$ cat config.mk
export PLATFORM = sky130hd
export DESIGN_NAME = cso_ctrl
export DESIGN_NICKNAME = d
export VERILOG_FILES = /design/src/design/cso_ctrl_pkg.sv /design/src/design/cso_sync.sv /design/src/design/cso_ctrl.sv
export VERILOG_INCLUDE_DIRS = /design/src /design/src/design
export SDC_FILE = /design/constraint.sdc
export NUM_CORES = 1
export LEC_CHECK = 0
export BUFFER_PORTS_ARGS = -buffer_cell sky130_fd_sc_hd__buf_2
export CORE_MARGIN = 3
export CORE_UTILIZATION = 46
export CTS_CLUSTER_DIAMETER = 100
export DETAILED_ROUTE_END_ITERATION = 12
export PLACE_DENSITY = 0.78
export SETUP_SLACK_MARGIN = 0.02
export SYNTH_ARGS = -nofsm -noshare
export SYNTH_HDL_FRONTEND = slang
export SYNTH_SLANG_ARGS = --single-unit
$ cat constraint.sdc
create_clock -name SYS_CLK_IN -period 1.7 [get_ports SYS_CLK_IN]
set_clock_uncertainty 0.1 [all_clocks]
set_input_delay 0.085 -clock SYS_CLK_IN [delete_from_list [all_inputs] [get_ports SYS_CLK_IN]]
set_output_delay 0.085 -clock SYS_CLK_IN [all_outputs]
set_load 0.02 [all_outputs]
$ cat src/design/cso_ctrl_map.svh
// Register offsets, field positions and reset values of the sensing control block
`ifndef CSO_CTRL_MAP_SVH
`define CSO_CTRL_MAP_SVH

// ----------------------------------------------------------------
// Word indices on the register bus
// ----------------------------------------------------------------
`define CSO_IDX_CONTROL0 4'h0
`define CSO_IDX_CONTROL1 4'h1
`define CSO_IDX_TIMER_CTRL 4'h2
`define CSO_IDX_TIMER1_COUNT 4'h3

// ----------------------------------------------------------------
// Control register 0 fields
// ----------------------------------------------------------------
`define CSO_BIT_ENABLE 7
`define CSO_BIT_REF_MODE 6
`define CSO_RANGE_HI 3
`define CSO_RANGE_LO 2
`define CSO_BIT_DIR_STATUS 1
`define CSO_BIT_T0_EXT_SEL 0

// ----------------------------------------------------------------
// Control register 1 and timer control fields
// ----------------------------------------------------------------
`define CSO_CHAN_HI 3
`define CSO_CHAN_LO 0
`define CSO_BIT_T0_CS 0
`define CSO_BIT_T1_ON 1
`define CSO_BIT_T1_GATE_EN 2
`define CSO_T1CS_HI 5
`define CSO_T1CS_LO 4

// ----------------------------------------------------------------
// Codes and reset values
// ----------------------------------------------------------------
`define CSO_RANGE_OFF 2'h0
`define CSO_RANGE_LOW 2'h1
`define CSO_RANGE_MED 2'h2
`define CSO_RANGE_HIGH 2'h3
`define CSO_T1CS_SENSE 2'h3
`define CSO_CHAN_LAST_SMALL 4'h3
`define CSO_CHAN_LAST_LARGE 4'h7
`define CSO_CHAN_ALIAS_FIRST 4'h8
`define CSO_CHAN_ALIAS_LAST 4'hB
`define CSO_CHAN_ALIAS_OFFSET 4'h4
`define CSO_RESET_BYTE 8'h00
`define CSO_RESET_CHAN 4'h0
`define CSO_COUNT_HI 15
`define CSO_COUNT_LO 0
`define CSO_RESET_COUNT 16'h0000
`define CSO_COUNT_ONE 16'h0001
`define CSO_PIN_NONE 8'h00
`define CSO_PIN_ONE 8'h01

`endif

$ cat src/design/cso_ctrl_pkg.sv
// Types shared by the sensing control block
package cso_ctrl_pkg;

  typedef enum logic [7:0] {
    CSO_MODE_OFF = 8'h01,
    CSO_MODE_NOISE = 8'h02,
    CSO_MODE_FIX_LOW = 8'h04,
    CSO_MODE_FIX_MED = 8'h08,
    CSO_MODE_FIX_HIGH = 8'h10,
    CSO_MODE_VAR_LOW = 8'h20,
    CSO_MODE_VAR_MED = 8'h40,
    CSO_MODE_VAR_HIGH = 8'h80
  } cso_power_mode_type;

  typedef enum logic [2:0] {
    CSO_T0_CORE = 3'h1,
    CSO_T0_PIN = 3'h2,
    CSO_T0_SENSE = 3'h4
  } cso_t0_source_type;

endpackage

$ cat src/design/cso_sync.sv
// Two-stage synchroniser for a group of asynchronous levels
`timescale 1ns/1ps
`default_nettype none

module cso_sync #(
  parameter int WIDTH = 1
) (
  input wire logic clk_in,
  input wire logic reset_in,
  input wire logic [WIDTH-1:0] async_in,
  output logic [WIDTH-1:0] sync_out
);

  logic [WIDTH-1:0] stage1;

  // The first stage feeds only the second
  always_ff @(posedge clk_in) begin
    if (reset_in) begin
      stage1 <= '0;
      sync_out <= '0;
    end else begin
      stage1 <= async_in;
      sync_out <= stage1;
    end
  end

endmodule // cso_sync

`default_nettype wire

$ cat src/design/cso_ctrl.sv
// Control logic around the capacitive sensing relaxation oscillator
//
// The register offsets and the Avalon-MM register port are this design's own decisions.
`timescale 1ns/1ps
`default_nettype none
`include "cso_ctrl_map.svh"

module cso_ctrl #(
  parameter bit LARGE_VARIANT = 1'b1
) (
  input wire logic SYS_CLK_IN,
  input wire logic RESET_IN,
  input wire logic [3:0] AVS_ADDRESS_IN,
  input wire logic AVS_READ_IN,
  input wire logic AVS_WRITE_IN,
  input wire logic [31:0] AVS_WRITEDATA_IN,
  input wire logic [3:0] AVS_BYTEENABLE_IN,
  output logic [31:0] AVS_READDATA_OUT,
  output logic AVS_WAITREQUEST_OUT,
  input wire logic OSC_COMPARATOR_IN,
  input wire logic TIMER1_GATE_IN,
  output logic [7:0] SENSE_PIN_CONNECT_OUT,
  output logic OSC_RUN_OUT,
  output logic CURRENT_DRIVE_OUT,
  output logic VARIABLE_REF_OUT,
  output logic [1:0] CURRENT_LEVEL_OUT,
  output logic [7:0] POWER_MODE_OUT,
  output logic [2:0] TIMER0_SOURCE_OUT,
  output logic TIMER0_SENSE_CLOCK_OUT,
  output logic TIMER1_SENSE_CLOCK_OUT,
  output logic TIMER1_COUNT_ENABLE_OUT
);

  // ----------------------------------------------------------------
  // Software-visible state
  // ----------------------------------------------------------------
  logic sensing_block_enable;
  logic reference_mode_select;
  logic [1:0] current_range_select;
  logic timer0_external_source_select;
  logic [3:0] channel_select;
  logic timer0_clock_source_select;
  logic timer1_on;
  logic timer1_gate_enable;
  logic [1:0] timer1_clock_source_select;
  logic [15:0] timer1_count;

  // ----------------------------------------------------------------
  // Bus handshake: one wait state per access
  // ----------------------------------------------------------------
  logic request;
  logic ack;
  logic wr_take;
  logic rd_take;
  logic [31:0] next_readdata;

  assign request = AVS_READ_IN | AVS_WRITE_IN;
  assign AVS_WAITREQUEST_OUT = request & ~ack;
  assign wr_take = AVS_WRITE_IN & ack;
  assign rd_take = AVS_READ_IN & ~ack;

  always_ff @(posedge SYS_CLK_IN) begin
    if (RESET_IN) begin
      ack <= 1'b0;
    end else begin
      ack <= request & ~ack;
    end
  end

  // ----------------------------------------------------------------
  // Synchronised oscillator and gate levels
  // ----------------------------------------------------------------
  logic [1:0] async_levels;
  logic [1:0] sync_levels;
  logic osc_level;
  logic gate_level;
  logic osc_level_prev;
  logic osc_rise;

  assign async_levels = {TIMER1_GATE_IN, OSC_COMPARATOR_IN};

  cso_sync #(
    .WIDTH(2)
  ) u_sync (
    .clk_in(SYS_CLK_IN),
    .reset_in(RESET_IN),
    .async_in(async_levels),
    .sync_out(sync_levels)
  );

  assign osc_level = sync_levels[0];
  assign gate_level = sync_levels[1];

  always_ff @(posedge SYS_CLK_IN) begin
    if (RESET_IN) begin
      osc_level_prev <= 1'b0;
    end else begin
      osc_level_prev <= osc_level;
    end
  end

  assign osc_rise = osc_level & ~osc_level_prev;

  // ----------------------------------------------------------------
  // Register writes
  // ----------------------------------------------------------------
  always_ff @(posedge SYS_CLK_IN) begin
    if (RESET_IN) begin
      sensing_block_enable <= 1'b0;
      reference_mode_select <= 1'b0;
      current_range_select <= `CSO_RANGE_OFF;
      timer0_external_source_select <= 1'b0;
    end else if (wr_take && AVS_ADDRESS_IN == `CSO_IDX_CONTROL0 && AVS_BYTEENABLE_IN[0]) begin
      sensing_block_enable <= AVS_WRITEDATA_IN[`CSO_BIT_ENABLE];
      reference_mode_select <= AVS_WRITEDATA_IN[`CSO_BIT_REF_MODE];
      current_range_select <= AVS_WRITEDATA_IN[`CSO_RANGE_HI:`CSO_RANGE_LO];
      timer0_external_source_select <= AVS_WRITEDATA_IN[`CSO_BIT_T0_EXT_SEL];
    end
  end

  always_ff @(posedge SYS_CLK_IN) begin
    if (RESET_IN) begin
      channel_select <= `CSO_RESET_CHAN;
    end else if (wr_take && AVS_ADDRESS_IN == `CSO_IDX_CONTROL1 && AVS_BYTEENABLE_IN[0]) begin
      channel_select <= AVS_WRITEDATA_IN[`CSO_CHAN_HI:`CSO_CHAN_LO];
    end
  end

  always_ff @(posedge SYS_CLK_IN) begin
    if (RESET_IN) begin
      timer0_clock_source_select <= 1'b0;
      timer1_on <= 1'b0;
      timer1_gate_enable <= 1'b0;
      timer1_clock_source_select <= `CSO_RANGE_OFF;
    end else if (wr_take && AVS_ADDRESS_IN == `CSO_IDX_TIMER_CTRL && AVS_BYTEENABLE_IN[0]) begin
      timer0_clock_source_select <= AVS_WRITEDATA_IN[`CSO_BIT_T0_CS];
      timer1_on <= AVS_WRITEDATA_IN[`CSO_BIT_T1_ON];
      timer1_gate_enable <= AVS_WRITEDATA_IN[`CSO_BIT_T1_GATE_EN];
      timer1_clock_source_select <= AVS_WRITEDATA_IN[`CSO_T1CS_HI:`CSO_T1CS_LO];
    end
  end

  // ----------------------------------------------------------------
  // Power mode decode
  // ----------------------------------------------------------------
  cso_ctrl_pkg::cso_power_mode_type next_mode;

  always_comb begin
    next_mode = cso_ctrl_pkg::CSO_MODE_OFF;
    if (sensing_block_enable) begin
      case ({reference_mode_select, current_range_select})
        3'h0: next_mode = cso_ctrl_pkg::CSO_MODE_OFF;
        3'h1: next_mode = cso_ctrl_pkg::CSO_MODE_FIX_LOW;
        3'h2: next_mode = cso_ctrl_pkg::CSO_MODE_FIX_MED;
        3'h3: next_mode = cso_ctrl_pkg::CSO_MODE_FIX_HIGH;
        3'h4: next_mode = cso_ctrl_pkg::CSO_MODE_NOISE;
        3'h5: next_mode = cso_ctrl_pkg::CSO_MODE_VAR_LOW;
        3'h6: next_mode = cso_ctrl_pkg::CSO_MODE_VAR_MED;
        3'h7: next_mode = cso_ctrl_pkg::CSO_MODE_VAR_HIGH;
        default: next_mode = cso_ctrl_pkg::CSO_MODE_OFF;
      endcase
    end
  end

  always_ff @(posedge SYS_CLK_IN) begin
    if (RESET_IN) begin
      POWER_MODE_OUT <= cso_ctrl_pkg::CSO_MODE_OFF;
      OSC_RUN_OUT <= 1'b0;
      CURRENT_DRIVE_OUT <= 1'b0;
      VARIABLE_REF_OUT <= 1'b0;
      CURRENT_LEVEL_OUT <= `CSO_RANGE_OFF;
    end else begin
      POWER_MODE_OUT <= next_mode;
      // Noise mode keeps the comparator alive with no pin current
      OSC_RUN_OUT <= (next_mode != cso_ctrl_pkg::CSO_MODE_OFF);
      CURRENT_DRIVE_OUT <= (next_mode != cso_ctrl_pkg::CSO_MODE_OFF) &&
                           (next_mode != cso_ctrl_pkg::CSO_MODE_NOISE);
      VARIABLE_REF_OUT <= sensing_block_enable & reference_mode_select;
      CURRENT_LEVEL_OUT <= sensing_block_enable ? current_range_select : `CSO_RANGE_OFF;
    end
  end

  // ----------------------------------------------------------------
  // Channel multiplexer
  // ----------------------------------------------------------------
  logic [7:0] next_pins;
  logic [3:0] chan_last;

  assign chan_last = LARGE_VARIANT ? `CSO_CHAN_LAST_LARGE : `CSO_CHAN_LAST_SMALL;

  // Reserved and unimplemented codes leave every pin free, never two at once
  always_comb begin
    next_pins = `CSO_PIN_NONE;
    if (sensing_block_enable) begin
      if (channel_select <= chan_last) begin
        next_pins = `CSO_PIN_ONE << channel_select[2:0];
      end else if (LARGE_VARIANT && channel_select >= `CSO_CHAN_ALIAS_FIRST &&
                   channel_select <= `CSO_CHAN_ALIAS_LAST) begin
        next_pins = `CSO_PIN_ONE << 3'(channel_select - `CSO_CHAN_ALIAS_OFFSET);
      end
    end
  end

  always_ff @(posedge SYS_CLK_IN) begin
    if (RESET_IN) begin
      SENSE_PIN_CONNECT_OUT <= `CSO_PIN_NONE;
    end else begin
      SENSE_PIN_CONNECT_OUT <= next_pins;
    end
  end

  // ----------------------------------------------------------------
  // Timer clock routing
  // ----------------------------------------------------------------
  logic osc_active;
  logic t1_sense_sel;
  logic t1_enable;

  assign osc_active = (next_mode != cso_ctrl_pkg::CSO_MODE_OFF);
  assign t1_sense_sel = (timer1_clock_source_select == `CSO_T1CS_SENSE);
  // Off without the on bit; with gate enable the gate level decides
  assign t1_enable = timer1_on & (~timer1_gate_enable | gate_level);

  always_ff @(posedge SYS_CLK_IN) begin
    if (RESET_IN) begin
      TIMER0_SOURCE_OUT <= cso_ctrl_pkg::CSO_T0_CORE;
    end else if (!timer0_clock_source_select) begin
      TIMER0_SOURCE_OUT <= cso_ctrl_pkg::CSO_T0_CORE;
    end else if (timer0_external_source_select) begin
      TIMER0_SOURCE_OUT <= cso_ctrl_pkg::CSO_T0_SENSE;
    end else begin
      TIMER0_SOURCE_OUT <= cso_ctrl_pkg::CSO_T0_PIN;
    end
  end

  always_ff @(posedge SYS_CLK_IN) begin
    if (RESET_IN) begin
      TIMER0_SENSE_CLOCK_OUT <= 1'b0;
      TIMER1_SENSE_CLOCK_OUT <= 1'b0;
      TIMER1_COUNT_ENABLE_OUT <= 1'b0;
    end else begin
      TIMER0_SENSE_CLOCK_OUT <= osc_active & osc_level & timer0_clock_source_select &
                                timer0_external_source_select;
      TIMER1_SENSE_CLOCK_OUT <= osc_active & osc_level & t1_sense_sel;
      TIMER1_COUNT_ENABLE_OUT <= t1_enable;
    end
  end

  // Counting a clear cycle's edge keeps that oscillation in the new total
  always_ff @(posedge SYS_CLK_IN) begin
    if (RESET_IN) begin
      timer1_count <= `CSO_RESET_COUNT;
    end else if (wr_take && AVS_ADDRESS_IN == `CSO_IDX_TIMER1_COUNT) begin
      timer1_count <= (osc_rise && osc_active && t1_sense_sel && t1_enable) ?
                      `CSO_COUNT_ONE : `CSO_RESET_COUNT;
    end else if (osc_rise && osc_active && t1_sense_sel && t1_enable) begin
      timer1_count <= timer1_count + `CSO_COUNT_ONE;
    end
  end

  // ----------------------------------------------------------------
  // Register reads
  // ----------------------------------------------------------------
  always_comb begin
    next_readdata = 32'h0000_0000;
    case (AVS_ADDRESS_IN)
      `CSO_IDX_CONTROL0: begin
        next_readdata[`CSO_BIT_ENABLE] = sensing_block_enable;
        next_readdata[`CSO_BIT_REF_MODE] = reference_mode_select;
        next_readdata[`CSO_RANGE_HI:`CSO_RANGE_LO] = current_range_select;
        next_readdata[`CSO_BIT_DIR_STATUS] = osc_active & osc_level;
        next_readdata[`CSO_BIT_T0_EXT_SEL] = timer0_external_source_select;
      end
      `CSO_IDX_CONTROL1: begin
        next_readdata[`CSO_CHAN_HI:`CSO_CHAN_LO] = channel_select;
      end
      `CSO_IDX_TIMER_CTRL: begin
        next_readdata[`CSO_BIT_T0_CS] = timer0_clock_source_select;
        next_readdata[`CSO_BIT_T1_ON] = timer1_on;
        next_readdata[`CSO_BIT_T1_GATE_EN] = timer1_gate_enable;
        next_readdata[`CSO_T1CS_HI:`CSO_T1CS_LO] = timer1_clock_source_select;
      end
      `CSO_IDX_TIMER1_COUNT: begin
        next_readdata[`CSO_COUNT_HI:`CSO_COUNT_LO] = timer1_count;
      end
      default: begin
        next_readdata = 32'h0000_0000;
      end
    endcase
  end

  always_ff @(posedge SYS_CLK_IN) begin
    if (RESET_IN) begin
      AVS_READDATA_OUT <= 32'h0000_0000;
    end else if (rd_take) begin
      AVS_READDATA_OUT <= next_readdata;
    end
  end

endmodule // cso_ctrl

`default_nettype wire

==> results.cfg, run 1 <==
[yosys]
async_flop_share_pct = 0
synthesis.instances = 370
synth-seq-cells = 87
synth-edff-count = 0
syn_area_per_cell_sq_um = 9.53
yosysUniqueCellTypes = 52
ys_warn_count = 0
ys.flop_type = dfxtp_1
netlist_area_sq_um = 3520
seq_area_frac_synth_pct = 49.4

[clock_network]
cts_tree = yes
clk_pin_slew_worst_paths_ns = 0.09
cts_root_buffer = clkbuf_8
clkSinkCount = 87
clock_latency_ns = 0.35
cts_max_level = 3
clockBufferDepth = 2
cts_inserted_buffers = 9

[place]
place_area_sq_um = 4060
place_congestion = 0.853
dpl.cell_count = 541
hpwl_microns = 5620
port-buffer-count = 62
place_ws_ns = -0.0306

[sta]
setup_ws_ns = -0.0248
fmax_mhz = 580
drv_slew = 0
layout_min_cycle_time_ns = 1.72
hold_viol = 0
fin_crit_sh_pct = 101
grt_setup_unrepaired = true
setup_viol = 2
finalSetupTns_ns = -0.0328

[global_routing]
grt_start_max_net_pins = 21
grt_antenna_before_repair = 0
grt_pass1_vias = 2758
grt_overflow = 0
track_usage_pct = 18.4
grt_pass1_wl_microns = 12600

[worst_setup_path]
cp.arrival_ns = 1.92
startpoint_type = register
crit_type = reg -> reg
worstPathMaxFanout = 6
slowest_stage = or3b_1
path_cells = or2b_2 > nand4bb_4 > nor4_4 > or3b_1 > a21oi_2
endpoint_kind = register
critPathMaxStageDelay_ns = 0.38
worstPathRequired_ns = 1.90

[layout]
nets = 518
layout_common_cells = 83 x dfxtp_1, 62 x buf_2, 61 x nor2_1
final_common_cell = dfxtp_1
drive_above_1_share_pct = 32.4
num-fill-cells = 588
fin_cells = 575
area.growth.synth_to_final_pct = 28.8
antenna_cells = 0
fin_area_sq_um = 4540

[worst_hold_path]
hp-class = in -> reg

[route]
wl_per_cell_microns = 14.1
avgViaCountPerCell = 5.11
drt_iter0_drc = 153
vias = 2939
wl_microns = 8130
route.detailed.drc = 0
final_antenna_net_count = 0
first_pass_iters = 4

[power]
power.density_nw_per_um2 = 819
peakVddDrop_uv = 362
p_leak_nw = 1.91

[flow_run]
maxCapViolations = 0

[die]
ios = 106
initial_core_util_pct = 48.1
rows = 31
die_area_sq_um = 8750
core-area_sq_um = 7330
die_x_microns = 93.5
die-height_microns = 93.5

[status]
violations = negative setup slack
status = complete, but fails checks
kinds of logic after synthesis:
family	Yosys count	share of synthesized area, %
and+or+nand+nor	165	25.8
DFF	87	49.4
xor gates and xnor gates	14	3.48
buffers and inverters	43	6.74
other	1	0.106
adders and majority gates	1	0.355
AOI/OAI and AO/OA	43	8.80
muxes	16	5.29
power breakdown:
part | internal (W) | switching (W)
clock network | 0.000726 | 0.000738
logic | 0.0000762 | 0.000126
registers | 0.00204 | 0.00000493
total | 0.00285 | 0.000869
final timing paths:
check	start	to	slack, ns	cells past startpoint
worst min-delay path	AVS_ADDRESS_IN[1]	AVS_READDATA_OUT[1]	0.1	3
worst max-delay path	timer1_gate_enable	timer1_count[13]	-0.02	5
worst min register to register	u_sync.stage1[1]	u_sync.sync_out[1]	0.35	1
worst max register to register	timer1_gate_enable	timer1_count[13]	-0.02	5
final cells by class:
type | instances | area (sq um) | share of cell area [%]
timing repair buffer | 114 | 741 | 16.3
clock inverter | 6 | 67.6 | 1.49
inverter | 4 | 15.0 | 0.331
tap | 99 | 124 | 2.73
sequential | 87 | 1750 | 38.5
clock buffer | 10 | 138 | 3.03
multi-input combinational | 255 | 1710 | 37.6
cells in the mapped netlist, types with 3 or more instances:
cell type / instances / share of area, %
nor2_1: 61 / 6.5
nor4_1: 8 / 1.4
nor4b_1: 3 / 0.75
mux2i_1: 13 / 3.7
and2_1: 10 / 1.8
nor2b_1: 6 / 1.1
a31oi_1: 4 / 0.71
nand4b_1: 8 / 2.0
nand4_1: 3 / 0.53
nand2b_1: 6 / 1.1
nand2_1: 25 / 2.7
dfxtp_1: 87 / 49
a22oi_1: 13 / 2.8
nand3_1: 5 / 0.71
a21oi_1: 14 / 2.0
nor3_1: 11 / 1.6
inv_1: 4 / 0.43
clkbuf_1: 17 / 1.8
buf_2: 4 / 0.57
buf_4: 17 / 3.6
xnor2_1: 12 / 3.0
sequential cells by signal, indices dropped and copies added, names as in the netlist, 2 cells and up, named ones only:
signal,cells
u_sync.stage1,2
current_range_select,2
TIMER0_SOURCE_OUT,3
SENSE_PIN_CONNECT_OUT,8
POWER_MODE_OUT,8
u_sync.sync_out,2
timer1_clock_source_select,2
AVS_READDATA_OUT,16
channel_select,4
timer1_count,16
CURRENT_LEVEL_OUT,2
routing by layer:
metal  up-vias  share of wire [%]  track usage (%)
li1       1443                  -                -
met3        18                7.2             3.70
met4         0                2.3             10.3
met2        95                 48             30.3
met1      1383                 42             22.5
met5         -                  0                0
worst max-delay path, delay by kind of cell (launching register included):
| family | cells | cell delay (ns) |
|---|---|---|
| compound gates | 1 | 0.12 |
| flops | 1 | 0.33 |
| simple gates | 4 | 1.11 |
what timing repair did:
item                                    4_1_cts  5_1_grt
resized for setup                            12       13
hold buffers                                 13        0
endpoints found under the setup margin        6       23
pin swaps                                    10        6
hold endpoints to repair                     23        0
setup buffers                                 2        3
stage by stage:
step | total power [W] | hold slack [ns] | utilization (%)
after CTS | 0.00373 | 0.0791 | 60.9
final | 0.00372 | 0.0978 | 61.9
after detailed placement | 0.00227 | 0.205 | 55.4
after global placement | 0.00227 | 0.200 | 55.4
after global routing | 0.00385 | 0.122 | 61.9
after floorplan | 0.00224 | 0.0888 | -
No activity file was read; power rests on OpenSTA's default activity.
==> run 2: changes to the inputs <==
--- a/config.mk
+++ b/config.mk
@@ -12,7 +12,7 @@
 export CTS_CLUSTER_DIAMETER = 100
 export DETAILED_ROUTE_END_ITERATION = 12
 export PLACE_DENSITY = 0.78
-export SETUP_SLACK_MARGIN = 0.02
+export SETUP_SLACK_MARGIN = 0.15
 export SYNTH_ARGS = -nofsm -noshare
 export SYNTH_HDL_FRONTEND = slang
 export SYNTH_SLANG_ARGS = --single-unit
==> run 2 against run 1 <==
- the flow still finishes with violations (negative setup slack)
- setup slack worse by 0.052 ns
- critical path type unchanged
- die area did not move
- hold slack improved by 0.023 ns
- fmax fell by 3.0%
- critical endpoint unchanged
- cell count rose by 0.35%
- sequential share of layout area fell by 0.24 points
==> results.cfg, run 2 (synthesized netlist as in run 1, its figures left out) <==
[status]
status = complete, but fails checks
violations = negative setup slack

[layout]
area.growth.synth_to_final_pct = 30.0
antenna_cells = 0
top_regs = AVS_READDATA_OUT (16), timer1_count (16)
layout_common_cells = 79 x dfxtp_1, 62 x buf_2, 60 x nor2_1
nets = 520
seq_area_sq_um = 1750
fin_area_sq_um = 4580
drive_above_1_share_pct = 33.1
multiInputGateArea_sq_um = 1730
num-fill-cells = 562
final_common_cell = dfxtp_1
fin_cells = 577

[clock_network]
clkSinkCount = 87
cts_root_buffer = clkbuf_8
cts_tree = yes
clk_pin_slew_worst_paths_ns = 0.08
cts_max_level = 3
clockBufferDepth = 2
cts_inserted_buffers = 9
clock_latency_ns = 0.35

[route]
avgViaCountPerCell = 5.23
vias = 3017
final_antenna_net_count = 0
wl_per_cell_microns = 14.5
wl_microns = 8340
first_pass_iters = 4
drt_iter0_drc = 168
route.detailed.drc = 0

[global_routing]
track_usage_pct = 19.0
grt_antenna_before_repair = 0
grt_overflow = 0
grt_start_max_net_pins = 27
grt_pass1_vias = 2799
grt_pass1_wl_microns = 13200

[sta]
drv_slew = 0
setup_viol = 1
setup_ws_ns = -0.0773
fin_crit_sh_pct = 105
layout_min_cycle_time_ns = 1.78
hold_viol = 0
fmax_mhz = 563
grt_setup_unrepaired = true

[worst_setup_path]
r2r_cells = 6
r2r_setup_slack_ns = -0.08
cp.arrival_ns = 1.92
endpoint_kind = register
reg2reg_to = timer1_count[13]
worstPathRequired_ns = 1.84
crit_end = timer1_count[13]
crit_type = reg -> reg
reg2reg_from = timer1_gate_enable
worstPathMaxFanout = 6
startpoint_type = register
crit_start = timer1_gate_enable

[power]
power.density_nw_per_um2 = 800
p_total_w = 0.00367
peakVddDrop_uv = 512
power_frac_seq_pct = 55.9
p_leak_nw = 1.98
p_int_w = 0.00280
swShare_pct = 23.6
pwr-share-clk_pct = 38.6
power.switching_w = 0.000866
p_comb_share_pct = 5.5

[place]
port-buffer-count = 62
place_congestion = 0.828
place_area_sq_um = 4080
dpl.cell_count = 542
hpwl_microns = 5590

[flow_run]
maxCapViolations = 0

[die]
die_area_sq_um = 8750
die-height_microns = 93.5
ios = 106
initial_core_util_pct = 48.1
rows = 31
core-area_sq_um = 7330
die_x_microns = 93.5

[worst_hold_path]
hp-class = in -> reg
==> run 2: metrics by stage <==
stage          setup TNS [ns]  hold WS (ns)  setup WS [ns]  util, %
2_1_floorplan               0        0.0888         0.0664        -
3_3_place_gp                0         0.200         0.0399     55.7
3_5_place_dp                0         0.206         0.0148     55.7
4_1_cts                     0        0.0886        0.00691     61.5
5_1_grt                -0.532         0.130         -0.162     62.5
6_report              -0.0773         0.121        -0.0773     62.5
==> run 2: cell type report <==
cell class	count	area share, %
well taps	99	2.70
flip-flops and latches	87	38.2
clock inverters	7	1.58
multi-input cells	255	37.8
clock buffers	9	2.70
repair buffers	116	16.7
inverters	4	0.328
==> run 2: power groups by stage <==
stage	clock, W	sequential, W	combinational [W]
2_1_floorplan	0	0.00210	0.000139
3_3_place_gp	0	0.00210	0.000166
3_5_place_dp	0	0.00210	0.000168
4_1_cts	0.00144	0.00205	0.000192
5_1_grt	0.00154	0.00205	0.000215
6_report	0.00141	0.00205	0.000200
==> run 2: worst min path at each step <==
stage,startpoint,end,slack [ns],depth (start not counted)
detailed placement,OSC_COMPARATOR_IN,u_sync.stage1[0],0.21,2
global placement,OSC_COMPARATOR_IN,u_sync.stage1[0],0.20,2
floorplan,RESET_IN,register,0.09,1
CTS,AVS_ADDRESS_IN[1],AVS_READDATA_OUT[1],0.09,3
global route,AVS_ADDRESS_IN[1],AVS_READDATA_OUT[1],0.13,3
finish,AVS_ADDRESS_IN[1],AVS_READDATA_OUT[1],0.12,3
==> run 2: repair_timing <==
item / 4_1_cts / 5_1_grt
hold buffers: 13 / 0
pin swaps: 6 / 5
buffers inserted: 4 / 2
gates resized for setup: 16 / 14
hold endpoints to repair: 19 / 0
setup endpoints to repair: 21 / 45
gates cloned: 0 / 0
==> run 2: per-layer routing <==
metal | track usage (%) | part of all wire (%) | vias to the layer above
met5 | 0 | 0 | -
met4 | 8.90 | 3.1 | 0
met3 | 3.94 | 6.4 | 25
met2 | 31.0 | 47 | 125
met1 | 24.1 | 43 | 1415
li1 | - | - | 1452
==> run 2: critical path, cell delays in order (launching register included) <==
cell,delay [ns]
dfxtp_2,0.33
or2b_4,0.21
nand4bb_4,0.18
buf_4,0.19
or2_4,0.26
o41ai_2,0.29
a21oi_1,0.11
